==> src/hdl/gauge_power_pkg.sv <==
// constants and types for the gauge power-mode manager
// Operation
// - three modes plus deep doze from doze
// - normal when no other mode active
// - doze needs enable and low current
// - offset calibration before doze entry
// - doze may stall bus up to 4ms
// - periodic measurement, idle otherwise in doze
// - leave doze when any condition fails
// - deep doze after countdown, immediate if <=0
// - bus activity ends deep doze
// - oscillator stopped in deep doze
// - current dormant needs request, valid voltage
// - low voltage with valid reading forces dormant; checked only in normal, not in calibration, doze or deep doze
// - power cut drives shutdown pin state; only on low-voltage dormant entry, not on current (requested) dormant
// - dormant until bus activity, then normal
// - dormant exit clears dormant request
// - hold old values three seconds after dormant
// - software reset counted by type
// - shutdown pin state only in dormant
package gauge_power_pkg;
    localparam int CLK_MHZ = 200;
    localparam int STALL_US = 4000;
    localparam int STALL_CYC = STALL_US * CLK_MHZ;
    localparam int HOLD_MS = 3000;
    localparam int HOLD_CYC = HOLD_MS * CLK_MHZ * 1000;
    localparam int MEAS_PERIOD_CYC = 200000;
    localparam int CAL_CYC = 64;
    localparam logic [15:0] RESET_CNT_ZERO = 16'h0000;
    localparam int RST_TYPES = 4;

    typedef enum logic [5:0] {
        ST_NORMAL = 6'b00_0001,
        ST_CAL = 6'b00_0010,
        ST_DOZE = 6'b00_0100,
        ST_DEEP = 6'b00_1000,
        ST_DORMANT = 6'b01_0000,
        ST_WAKE = 6'b10_0000
    } mode_t;

    typedef struct packed {
        logic dozeEnable;
        logic deepDozeEnable;
        logic powerCutEnable;
        logic shutdownLevel;
        logic normalLevel;
        logic signed [31:0] deepDozeDelay;
        logic [15:0] dozeCurrentLimit;
        logic [15:0] dormantCurrentLimit;
        logic [15:0] dormantVoltageLimit;
    } cfg_t;

    typedef struct packed {
        logic signed [15:0] meanCurrent;
        logic [15:0] cellVoltage;
        logic ocvValid;
        logic wakeCurrent;
    } meas_t;
endpackage : gauge_power_pkg

==> src/hdl/gauge_power_mode_manager.sv <==
// power-mode sequencer for a battery gauge
module gauge_power_mode_manager
    import gauge_power_pkg::*;
#(
    parameter int STALL_CYCLES = STALL_CYC,
    parameter int HOLD_CYCLES = HOLD_CYC,
    parameter int MEAS_CYCLES = MEAS_PERIOD_CYC
) (
    input wire logic clk,
    input wire logic srst,
    input wire logic clkEn,
    input wire cfg_t cfg,
    input wire meas_t meas,
    input wire logic dormantRequestCmd,
    input wire logic busSclIn,
    input wire logic busSdaIn,
    input wire logic busNeedStall,
    input wire logic swResetPulse,
    input wire logic [1:0] swResetType,
    input wire logic [1:0] restartCountQuery,
    output logic [5:0] mode,
    output logic dormantRequest,
    output logic calStart,
    output logic measureTick,
    output logic hfOscEnable,
    output logic holdReported,
    output logic busHoldLow_n,
    output logic powerOffPin,
    output logic [15:0] restartCount
);
    mode_t state;
    logic [31:0] timer;
    logic [31:0] stallCnt;
    logic [31:0] holdCnt;
    logic [31:0] measCnt;
    logic sclD;
    logic sdaD;
    logic busEdge;
    logic [15:0] rstCnt [RST_TYPES];
    logic absLow;
    logic dozeOk;
    logic cutLatched;
    logic holdD;
    logic [31:0] lowRun;

    function automatic logic [15:0] absVal(input logic signed [15:0] v);
        absVal = v[15] ? 16'(-v) : 16'(v);
    endfunction : absVal

    // any edge on either line counts as activity, except the edges of
    // our own stall: pulling the lines low must not wake us from doze
    assign busEdge = ((busSclIn != sclD) || (busSdaIn != sdaD))
        && busHoldLow_n && holdD;
    assign absLow = absVal(meas.meanCurrent) < cfg.dormantCurrentLimit;
    assign dozeOk = cfg.dozeEnable && !meas.wakeCurrent
        && (absVal(meas.meanCurrent) < cfg.dozeCurrentLimit);

    always_ff @(posedge clk) begin
        if (srst) begin
            sclD <= 1'b1;
            sdaD <= 1'b1;
            holdD <= 1'b1;
        end else if (clkEn) begin
            sclD <= busSclIn;
            sdaD <= busSdaIn;
            holdD <= busHoldLow_n;
        end
    end

    always_ff @(posedge clk) begin
        if (srst) begin
            state <= ST_NORMAL;
            timer <= '0;
            cutLatched <= 1'b0;
        end else if (clkEn) begin
            case (state)
                ST_NORMAL: begin
                    cutLatched <= 1'b0;
                    if (meas.ocvValid && meas.cellVoltage
                            < cfg.dormantVoltageLimit) begin
                        state <= ST_DORMANT;
                        cutLatched <= cfg.powerCutEnable;
                    end else if (dormantRequest && meas.ocvValid
                            && absLow) begin
                        state <= ST_DORMANT;
                    end else if (dozeOk) begin
                        state <= ST_CAL;
                        timer <= 32'(CAL_CYC);
                    end
                end
                ST_CAL: begin
                    if (!dozeOk) begin
                        state <= ST_NORMAL;
                    end else if (timer <= 32'd1) begin
                        state <= ST_DOZE;
                        timer <= cfg.deepDozeDelay;
                    end else begin
                        timer <= timer - 32'd1;
                    end
                end
                ST_DOZE: begin
                    if (!dozeOk || busEdge) begin
                        state <= ST_NORMAL;
                    end else if (cfg.deepDozeEnable
                            && $signed(timer) <= 0) begin
                        state <= ST_DEEP;
                    end else if (cfg.deepDozeEnable) begin
                        timer <= timer - 32'd1;
                    end
                end
                ST_DEEP: begin
                    if (busEdge || !dozeOk) begin
                        state <= ST_NORMAL;
                    end
                end
                ST_DORMANT: begin
                    if (busEdge) begin
                        state <= ST_WAKE;
                    end
                end
                default: begin
                    state <= ST_NORMAL;
                    cutLatched <= 1'b0;
                end
            endcase
        end
    end

    // request cleared on dormant exit; a new command in the same cycle wins
    always_ff @(posedge clk) begin
        if (srst) begin
            dormantRequest <= 1'b0;
        end else if (clkEn) begin
            if (dormantRequestCmd) begin
                dormantRequest <= 1'b1;
            end else if (state == ST_DORMANT && busEdge) begin
                dormantRequest <= 1'b0;
            end
        end
    end

    always_ff @(posedge clk) begin
        if (srst) begin
            holdCnt <= '0;
            holdReported <= 1'b0;
        end else if (clkEn) begin
            if (state == ST_WAKE) begin
                holdCnt <= 32'(HOLD_CYCLES);
                holdReported <= 1'b1;
            end else if (holdCnt > 32'd1) begin
                holdCnt <= holdCnt - 32'd1;
            end else begin
                holdCnt <= '0;
                holdReported <= 1'b0;
            end
        end
    end

    // periodic measurement: every cycle in normal, slow tick in doze
    always_ff @(posedge clk) begin
        if (srst) begin
            measCnt <= '0;
            measureTick <= 1'b0;
        end else if (clkEn) begin
            if (state == ST_DOZE || state == ST_DEEP) begin
                measureTick <= (measCnt == '0);
                measCnt <= (measCnt == '0) ? 32'(MEAS_CYCLES - 1)
                    : measCnt - 32'd1;
            end else begin
                measureTick <= (state == ST_NORMAL);
                measCnt <= '0;
            end
        end
    end

    // stall is bounded so the host never waits past the limit
    always_ff @(posedge clk) begin
        if (srst) begin
            stallCnt <= '0;
            busHoldLow_n <= 1'b1;
        end else if (clkEn) begin
            if ((state == ST_DOZE || state == ST_DEEP) && busNeedStall
                    && stallCnt < 32'(STALL_CYCLES)) begin
                stallCnt <= stallCnt + 32'd1;
                busHoldLow_n <= 1'b0;
            end else begin
                if (!busNeedStall) begin
                    stallCnt <= '0;
                end
                busHoldLow_n <= 1'b1;
            end
        end
    end

    always_ff @(posedge clk) begin
        if (srst) begin
            mode <= ST_NORMAL;
            calStart <= 1'b0;
            hfOscEnable <= 1'b1;
            powerOffPin <= 1'b0;
        end else if (clkEn) begin
            mode <= state;
            calStart <= (state == ST_NORMAL) && dozeOk
                && !(meas.ocvValid
                && meas.cellVoltage < cfg.dormantVoltageLimit)
                && !(dormantRequest && meas.ocvValid && absLow);
            hfOscEnable <= (state != ST_DEEP)
                && (state != ST_DORMANT);
            powerOffPin <= (state == ST_DORMANT && cutLatched)
                ? cfg.shutdownLevel : cfg.normalLevel;
        end
    end

    genvar gi;
    generate
        for (gi = 0; gi < RST_TYPES; gi++) begin : g_rst
            always_ff @(posedge clk) begin
                if (srst) begin
                    rstCnt[gi] <= RESET_CNT_ZERO;
                end else if (clkEn && swResetPulse
                        && swResetType == 2'(gi)) begin
                    rstCnt[gi] <= rstCnt[gi] + 16'h0001;
                end
            end
        end
    endgenerate

    always_ff @(posedge clk) begin
        if (srst) begin
            restartCount <= RESET_CNT_ZERO;
        end else if (clkEn) begin
            restartCount <= rstCnt[restartCountQuery];
        end
    end

    // length of the current low stretch on the stall output, counted
    // apart from the stall counter so the bound check is independent
    always_ff @(posedge clk) begin
        if (srst) begin
            lowRun <= '0;
        end else if (clkEn && !busHoldLow_n) begin
            lowRun <= lowRun + 32'd1;
        end else if (clkEn) begin
            lowRun <= '0;
        end
    end

    a_doze_needs_cal: assert property (
        @(posedge clk) disable iff (srst)
        clkEn && state == ST_DOZE && $past(state) != ST_DOZE
        |-> $past(state) == ST_CAL)
        else $error("doze entered without calibration");
    a_doze_enable: assert property (
        @(posedge clk) disable iff (srst)
        clkEn && $past(clkEn) && state == ST_CAL && $past(state) == ST_NORMAL
        |-> $past(cfg.dozeEnable))
        else $error("calibration without doze enable");
    a_deep_from_doze: assert property (
        @(posedge clk) disable iff (srst)
        state == ST_DEEP && $past(state) != ST_DEEP
        |-> $past(state) == ST_DOZE)
        else $error("deep doze entered not from doze");
    a_deep_wake: assert property (
        @(posedge clk) disable iff (srst)
        clkEn && state == ST_DEEP && busEdge |=> state == ST_NORMAL)
        else $error("deep doze ignored activity");
    a_dormant_wake: assert property (
        @(posedge clk) disable iff (srst)
        clkEn && state == ST_DORMANT && busEdge
        |=> state == ST_WAKE
        ##0 (!dormantRequest || $past(dormantRequestCmd)))
        else $error("dormant exit wrong");
    a_osc_off: assert property (
        @(posedge clk) disable iff (srst)
        clkEn && state == ST_DEEP |=> !hfOscEnable)
        else $error("oscillator running in deep doze");
    a_pin_normal: assert property (
        @(posedge clk) disable iff (srst)
        clkEn && state != ST_DORMANT
        |=> powerOffPin == $past(cfg.normalLevel))
        else $error("shutdown level outside dormant");
    a_stall_bound: assert property (
        @(posedge clk) disable iff (srst)
        lowRun <= 32'(STALL_CYCLES))
        else $error("bus stall too long");
    a_stall_mode: assert property (
        @(posedge clk) disable iff (srst)
        clkEn && state != ST_DOZE && state != ST_DEEP |=> busHoldLow_n)
        else $error("bus stalled outside doze");
    a_hold_wake: assert property (
        @(posedge clk) disable iff (srst)
        clkEn && state == ST_WAKE |=> holdReported)
        else $error("old values not held after dormant");
    a_volt_dormant: assert property (
        @(posedge clk) disable iff (srst)
        clkEn && state == ST_NORMAL && meas.ocvValid
        && meas.cellVoltage < cfg.dormantVoltageLimit
        |=> state == ST_DORMANT)
        else $error("low voltage did not enter dormant");
    c_doze: cover property (@(posedge clk) state == ST_DOZE);
    c_deep: cover property (@(posedge clk) state == ST_DEEP);
    c_dormant_exit: cover property (@(posedge clk)
        state == ST_DORMANT ##1 state == ST_WAKE);
    c_stall_end: cover property (@(posedge clk)
        !busHoldLow_n ##1 busHoldLow_n);
endmodule : gauge_power_mode_manager

==> config.mk <==
export PLATFORM = sky130hd
export DESIGN_NAME = gauge_power_mode_manager
export DESIGN_NICKNAME = d
export VERILOG_FILES = /design/src/hdl/gauge_power_pkg.sv /design/src/hdl/gauge_power_mode_manager.sv
export SDC_FILE = /design/constraint.sdc
export NUM_CORES = 1
export LEC_CHECK = 0
export BUFFER_PORTS_ARGS = -buffer_cell sky130_fd_sc_hd__buf_2
export CORE_ASPECT_RATIO = 2
export CORE_MARGIN = 2
export CORE_UTILIZATION = 30
export DETAILED_ROUTE_END_ITERATION = 6
export HOLD_SLACK_MARGIN = 0.12
export PLACE_DENSITY = 0.5
export SLEW_MARGIN = 20
export SYNTH_ARGS = -nofsm -noshare
export SYNTH_HDL_FRONTEND = slang
export SYNTH_SLANG_ARGS = --single-unit
==> constraint.sdc <==
create_clock -name clk -period 3.9 [get_ports clk]
set_input_delay 0 -clock clk [delete_from_list [all_inputs] [get_ports clk]]
set_output_delay 0 -clock clk [all_outputs]
set_load 0.01 [all_outputs]
Word-level counts from Yosys, hierarchy flattened --
Memory sizes are Yosys's and may differ from the RTL's. A register that Yosys moved wholly into a read port is not among the register bits. Index checks and enable logic that the tools add are counted. Widths: inputs -> output; s select.
Word-level totals: bits in registers 151, RAM bits 64, bits of input ports 131, output and inout bits 29, logic and storage cells 158, memories 1
Cells by class: add/sub/neg operators 9, magnitude comparators 7, equality and inequality tests 27, mux-type cells 53, bitwise logic cells 5, reduce and logical (&&, ||, !) cells 39
Memories:
- rstCnt | words 4, width 16, rd ports 5, clocked after memory_dff 1, wr ports 4, line gauge_power_mode_manager.sv:39 | logic [15:0] rstCnt [RST_TYPES];
Operators with widths (count):
- $mux 32 | 14
- $pmux 32 s3 | 1
- $sub 32x1->32 const B | 3
- $mux 16 | 5
- $add 16x1->16 const B | 4
- $le 32x1->1 const B | 2
- $mux 6 | 9
- $lt 16x16->1 | 3
- $add 32x1->32 const B | 1
- $gt 32x1->1 const B | 1
- $logic_not 32->1 | 1
- $lt 32x20->1 const B | 1
- $pmux 6 s5 | 1
- $mux 1 | 22
- $logic_and 1x1->1 | 21
- $ne 2x2->1 const B | 10
- $neg 16->16 | 1
- $reduce_and 9->1 | 1
- $reduce_and 2->1 | 4
- $eq 6x1->1 const B | 1
- $eq 6x2->1 const B | 1
- $eq 6x3->1 const B | 1
- $eq 6x4->1 const B | 1
- $eq 6x5->1 const B | 1
- 19 further kinds | 30

Logic depth before layout (Yosys ltp) --
Gate-level depths: netlist (run 1).
depth in word-level cells 8, depth in mapped cells 15, depth with buffers taken out 13

Worst setup path after synthesis (run 1) --
No wires, ideal clock.
path kind input to register, start point in meas[25] (netlist name), end point reg timer[13], library setup time 0.132 ns, arrival time 3.325 ns, data required time 3.768 ns, setup slack 0.443 ns, stages on the path 14, path buffers 1, cell sequence or4_1 > nor4_1 > nand2b_1 > o31ai_1 > xnor2_1 > ha_1 > a21oi_1 > a2bb2oi_1 > o211ai_1 > a21oi_1 > nand3_1 > buf_2 > o31ai_1 > a21oi_1
Between the ends: word-level cells in the longest chain between the ends 8, elaborated cells between the ends (all ways) 13, classes of those cells add/sub: 1; order compare: 2; eq/ne: 4; mux: 1; reduce/logical: 5
Ends and longest elaborated chain:
- start: declaration | line gauge_power_mode_manager.sv:13 | input wire meas_t meas,
- $neg 16->16 | line gauge_power_mode_manager.sv:47 | absVal = v[15] ? 16'(-v) : 16'(v);
- $mux 16 (*) | line gauge_power_mode_manager.sv:47
- $lt 16x16->1 | line gauge_power_mode_manager.sv:56 | && (absVal(meas.meanCurrent) < cfg.dozeCurrentLimit);
- $logic_and 1x1->1 | line gauge_power_mode_manager.sv:56
- $logic_not 1->1 | line gauge_power_mode_manager.sv:102 | if (!dozeOk || busEdge) begin
- $logic_or 1x1->1 | line gauge_power_mode_manager.sv:102
- $ne 2x2->1 (no source line)
- $reduce_and 9->1 (no source line) (*)
- end signal: assignment | line gauge_power_mode_manager.sv:96 | timer <= cfg.deepDozeDelay;
- end signal: assignment | line gauge_power_mode_manager.sv:98 | timer <= timer - 32'd1;
- end signal: assignment | line gauge_power_mode_manager.sv:108 | timer <= timer - 32'd1;
- end: declaration | line gauge_power_mode_manager.sv:32 | logic [31:0] timer;
Mark *: on every way between the ends. The rest lies on a longest branch, timed or not. A chain may end at the register's enable or synchronous reset.

Worst setup path in the final report (run 1) --
start point in meas[25] (netlist name), end point reg timer[24]
The elaborated chain is that of the path after synthesis.

==> results of run 1 <==
[power by group]
part / switching (mW) / internal (mW)
Combinational: 1.50 / 1.07
Clock: 0.993 / 1.31
Sequential: 0.257 / 2.69
[routing by layer]
metal	part of all wire, %	global-route usage, %
met4	5.4	9.60
met3	3.8	2.25
met1	35	17.8
met2	55	36.0
met5	0.023	0
[stage by stage]
stage	power (mW)	cell area (sq um)
after global routing	8.32	16300
after global placement	5.51	15100
after CTS	7.93	16300
after detailed placement	5.54	15100
after floorplan	4.81	13600
final	7.82	16300
[layout by cell type, fill, tap and decap left out, types with 11 or more instances in the layout]
cell / n
and2_1: 14
or3_1: 18
mux4_2: 16
nand3_1: 70
a211oi_1: 11
xnor2_1: 61
nor4_1: 39
o31ai_1: 22
dfxtp_1: 167
buf_2: 157
xor2_1: 76
nand4_1: 31
a22oi_1: 24
and3_1: 26
mux2i_1: 32
buf_4: 32
inv_1: 82
dlygate4sd3_1: 48
a311oi_1: 17
ha_1: 57
o21ai_0: 50
edfxtp_1: 64
nand2_1: 85
clkbuf_16: 25
nor3_1: 48
a21oi_1: 71
nor2_1: 230
[cell type report]
cell class	instances	area, sq um
fill	4594	28600
multi-input combinational	1152	7690
sequential	231	5270
timing repair buffer	240	1570
clock buffer	40	751
tap	560	701
inverter	82	308
clock inverter	4	20.0
[cells by family (layout without fill, tap and decap cells)]
family | after synthesis | in the layout | synth area share [%]
AOI/OAI and AO/OA | 280 | 280 | 14.1
xor gates and xnor gates | 137 | 137 | 8.84
adders and majority gates | 57 | 57 | 5.25
buffers and inverters | 161 | 366 | 4.69
DFF | 231 | 231 | 38.8
muxes | 48 | 48 | 5.01
and+or+nand+nor | 630 | 630 | 23.3
[worst min path at each step]
stage | endpoint | cells past startpoint | slack, ns | startpoint
2_1_floorplan | sclD$_SDFFE_PP1P_ | 2 | 0.13 | busSclIn
3_3_place_gp | sdaD$_SDFFE_PP1P_ | 3 | 0.25 | busSdaIn
3_5_place_dp | sdaD$_SDFFE_PP1P_ | 3 | 0.25 | busSdaIn
4_1_cts | restartCount[15]$_SDFFE_PP0P_ | 4 | 0.14 | restartCountQuery[1]
5_1_grt | restartCount[15]$_SDFFE_PP0P_ | 4 | 0.17 | restartCountQuery[1]
6_report | restartCount[15]$_SDFFE_PP0P_ | 4 | 0.15 | restartCountQuery[1]
[timing repair]
action,CTS,global route
endpoints found under the hold margin,112,0
hold buffers,48,0
buffers inserted,0,0
[flip-flops by register name (all words and copies together) (netlist names), 6 cells and up]
name and flops:
state 6, rstCnt 64, restartCount 16, measCnt 32, mode 6, stallCnt 32, holdCnt 32, timer 32
[critical path, stage by stage]
cell       delay [ns]
buf_2            0.11
or4_1            0.60
nor4_1           0.30
nand2b_1         0.16
o31ai_1          0.30
xnor2_1          0.22
ha_1             0.30
a211oi_1         0.23
o2111ai_1        0.18
nor3b_1          0.20
a21oi_1          0.20
o22ai_2          0.81
o311ai_0         0.26
o31ai_1          0.11
==> run_results.csv, run 1 <==
group,metric,value,unit
placement,dp.cells,2217,
cts,cts-root-buf,"clkbuf_16",
placement,finalWeightedCongestion,0.906,
placement,dpl.hpwl,33000,um
setup_path,r2r_slack,0.77,ns
detailed_routing,drtPass1Iterations,6,
setup_path,cp.required,4.36,ns
floorplan,die_x,154,um
floorplan,die_h,305,um
finish,final_util,36.3,%
setup_path,crit_end,"timer[24]$_SDFFE_PP0P_",
setup_path,reg2reg_depth,8,
synth,netlist_instances,1544,
floorplan,initial_core_util,30.3,%
sta,grt_setup_unrepaired,"false",
cts,cts_buffers,24,
synth,postSynthAreaPerCell,8.79,sq um
finish,drive_gt1_share,15.7,%
floorplan,core-area,44900,sq um
sta,setup_slack,0.369,ns
synth,ys_types,81,
setup_path,rr_startpoint,"state[3]$_SDFFE_PP0P_",
sta,fmax,0.283,GHz
cts,clockBufferDepth,3,
pwr,p_leak,6.52,nW
setup_path,startpoint_type,"primary input",
setup_path,crit_type,"in -> reg",
outcome,status,"finished, final reports clean",
global_routing,grt_pass1_wl,68200,um
sta,final.min_clock_period,3.53,ns
finish,area_growth,20.1,%
cts,cts_sinks,231,
setup_path,crit_start,"meas[25]",
synth,synth_area,13600,sq um
cts,htreeDepth,1,
synth,synth_common_cells,"nor2_1 (230), dfxtp_1 (167), nand2_1 (85), inv_1 (82), xor2_1 (76)",
synth,synth_edf_count,64,
pwr,irDropWorstVdd,0.306,mV
synth,synth_top_area_share,24.6,%
finish,diodes,0,
floorplan,rows,110,
sta,fin_skew,0.00648,ns
global_routing,grt_pass1_vias,12500,
sta,setup_viol,0,
finish,final_cells,2309,
cts,cts.repair.resized,0,
placement,io_buffers,159,
min_path,hold_path.class,"in -> reg",
sta,maxSlewHeadroom,35.6,%
sta,drv_slew,0,
synth,yosysWarnings,0,
setup_path,cp_max_fo,19,
cts,insertion_delay,0.54,ns
detailed_routing,drt_iter0_drc,731,
sta,final-hold-violation-count,0,
synth,synth_top_cell_by_area,"dfxtp_1",
sta,tightest_slew,0.966,ns
global_routing,grt_use_total,18.1,%
setup_path,timing.rr.end,"cutLatched$_SDFFE_PP0P_",
detailed_routing,drc_errors,0,
floorplan,io_pins,160,
synth,synthTopCellsByArea,"dfxtp_1 (25%), edfxtp_1 (14%), nor2_1 (6.4%)",
global_routing,grt-ovfl-total,0,
sta,timing.final.crit_share,90.5,%
synth,async_reset_ff_share,0,%
cts,tritoncts,"built",
pwr,power_density,480,nW/um^2
detailed_routing,ant_nets,0,
synth,synth_flop_cell,"dfxtp_1",
run,drv_cap,0,
synth,synth_most_common_cell,"nor2_1",
detailed_routing,viasPerCell,5.32,
floorplan,dieArea,47100,sq um
synth,yosysSeqAreaShare,38.8,%
detailed_routing,num_vias,12300,
global_routing,grt_antenna_before_repair,1,
finish,fin_nets,1919,
cts,clk_pin_slew,0.06,ns
setup_path,endpoint_kind,"flip-flop",
sta,holdWs,0.146,ns
sta,setup_tns,0,ns
setup_path,cp.arrival,3.99,ns
global_routing,grt_max_degree,70,
detailed_routing,wl,43200,um
detailed_routing,wire_per_inst,18.7,um
placement,pre_cts_ws,-0.128,ns
synth,yosys_register_bits,231,
synth,synthesis.nets,1732,
Power figures use the tool's default switching activity.
==> inputs of run 2 (changes only) <==
clock period = 3.3 ns   (was 3.9 ns; I/O delays follow)
==> run_results.csv, run 2 (synthesized netlist as in run 1, its figures left out) <==
group,metric,value,unit
sta,holdWs,0.137,ns
cts,post_cts_buffers,0,
finish,final_cell_mix,"nor2_1 (230), dfxtp_1 (167), buf_2 (157)",
setup_path,r2r_slack,0.31,ns
global_routing,grt_pass1_wl,67600,um
floorplan,core-area,44900,sq um
setup_path,crit_start,"meas[25]",
floorplan,io_pins,160,
setup_path,cp.required,3.74,ns
finish,drive_gt1_share,17.5,%
global_routing,grt_antenna_before_repair,8,
sta,maxSlewHeadroom,39.7,%
setup_path,crit_slowest_cell,"or4_1",
cts,htreeDepth,1,
pwr,irDropWorstVdd,0.459,mV
finish,final_common_cell,"nor2_1",
cts,clk_pin_slew,0.07,ns
detailed_routing,drt_iter0_drc,371,
detailed_routing,num_vias,12300,
placement,finalWeightedCongestion,0.873,
setup_path,startpoint_type,"primary input",
setup_path,rr_startpoint,"state[3]$_SDFFE_PP0P_",
cts,cts_sinks,231,
setup_path,path_cells,"buf_2, or4_1, nor4_2, nand3_1, o41ai_2, xnor2_1, ha_1, o21ai_0, o2111ai_1, nor3b_2, a21oi_1, buf_4, o22a_1, buf_12, buf_4, a311oi_1",
placement,dpl.hpwl,33500,um
setup_path,crit_end,"timer[29]$_SDFFE_PP0P_",
run,drv_cap,0,
finish,area_growth,22.9,%
setup_path,crit_top_cell,"buf_4",
floorplan,die_h,305,um
finish,fin_area,16700,sq um
cts,tritoncts,"built",
floorplan,dieArea,47100,sq um
outcome,status,"finished, final reports clean",
sta,fmax,0.325,GHz
detailed_routing,wire_per_inst,18.7,um
floorplan,rows,110,
placement,io_buffers,159,
cts,insertion_delay,0.56,ns
setup_path,worst_path_largest_cell_delay,0.59,ns
global_routing,grt_max_degree,87,
floorplan,initial_core_util,30.3,%
finish,fin_nets,1949,
pwr,p_leak,6.72,nW
floorplan,die_x,154,um
setup_path,crit_type,"in -> reg",
setup_path,reg2reg_depth,6,
sta,setup_slack,0.224,ns
sta,timing.final.crit_share,93.2,%
detailed_routing,wl,43800,um
detailed_routing,viasPerCell,5.25,
global_routing,grt_pass1_vias,12700,
setup_path,timing.rr.end,"timer[23]$_SDFFE_PP0P_",
sta,final.min_clock_period,3.08,ns
setup_path,endpoint_kind,"flip-flop",
cts,clockBufferDepth,3,
cts,cts-root-buf,"clkbuf_16",
cts,cts_buffers,25,
finish,final_util,37.2,%
pwr,power_density,575,nW/um^2
finish,top_register,"rstCnt",
setup_path,cp_max_fo,30,
sta,tightest_slew,0.904,ns
sta,setup_viol,0,
sta,drv_slew,0,
finish,largest_reg_flops,64,
detailed_routing,drtPass1Iterations,5,
global_routing,grt-ovfl-total,0,
global_routing,grt_use_total,18.0,%
placement,pre_cts_ws,-0.454,ns
finish,n_fill_cell,4675,
placement,dp.cells,2248,
placement,place_area,15300,sq um
min_path,hold_path.class,"in -> reg",
setup_path,cp.arrival,3.52,ns
detailed_routing,ant_nets,0,
finish,final_cells,2346,
sta,final-hold-violation-count,0,
detailed_routing,drc_errors,0,
sta,fin_skew,0.0184,ns
run 2: changes by cell type in the layout (fill, tap and decap cells not counted), sizes merged:
| cell | before | now |
|---|---|---|
| bufinv | 0 | 2 |
| buf | 192 | 223 |
| clkinv | 4 | 6 |
| dlygate4sd3 | 48 | 46 |
| clkbuf | 40 | 37 |
| inv | 82 | 83 |
| diode | 0 | 6 |
run 2: worst max-delay path: cells and delay by family:
family,cells,cell delay (ns)
AO/OA/AOI/OAI,6,1.22
AND/OR/NAND/NOR,4,1.15
buffers and inverters,4,0.60
adder cells (fa/ha/maj),1,0.30
XOR/XNOR,1,0.22
run 2: how the worst min path moves through the flow:
stage	cells past startpoint	end	start	slack, ns
after floorplan	2	sclD$_SDFFE_PP1P_	busSclIn	0.13
after global placement	3	sdaD$_SDFFE_PP1P_	busSdaIn	0.25
after detailed placement	3	sdaD$_SDFFE_PP1P_	busSdaIn	0.26
after CTS	4	restartCount[9]$_SDFFE_PP0P_	restartCountQuery[1]	0.12
after global routing	4	restartCount[8]$_SDFFE_PP0P_	restartCountQuery[1]	0.16
final	4	restartCount[9]$_SDFFE_PP0P_	restartCountQuery[1]	0.14
run 2: what timing repair did:
item	in CTS	in global routing
gates resized for setup	0	6
hold endpoints to repair	111	0
setup endpoints to repair	0	27
hold buffers	46	0
run 2: where the power goes:
| group | internal, mW | leakage, nW | switching, mW | total [mW] |
|---|---|---|---|---|
| clock | 1.73 | 0.423 | 1.21 | 2.94 |
| combinational | 1.34 | 4.27 | 1.83 | 3.17 |
| sequential | 3.18 | 2.02 | 0.294 | 3.48 |
| total | 6.25 | 6.72 | 3.34 | 9.59 |
run 2: through the flow:
step | TNS (ns) | power (mW)
after floorplan | 0 | 5.69
after global placement | -11.18 | 6.61
after detailed placement | -11.68 | 6.65
after CTS | 0 | 9.69
after global routing | -0.0182 | 10.1
final | 0 | 9.59
run 2: final cells by class:
type	instances	area, sq um	share of cell area, %
clock buffer	37	752	4.51
sequential	231	5270	31.6
multi-input combinational	1152	7730	46.3
tap	560	701	4.20
timing repair buffer	269	1820	10.9
clock inverter	9	97.6	0.585
inverter	82	308	1.84
antenna	6	15.0	0.0900
run 2: metal layers:
metal | vias up | part of all wire, % | wire length (um) | global-route usage (%)
li1 | 6032 | - | - | -
met1 | 5921 | 36 | 15700 | 17.6
met2 | 247 | 56 | 24600 | 36.3
met3 | 102 | 3.2 | 1390 | 2.13
met4 | 4 | 4.5 | 1950 | 8.46
met5 | - | 0.048 | 21 | 0
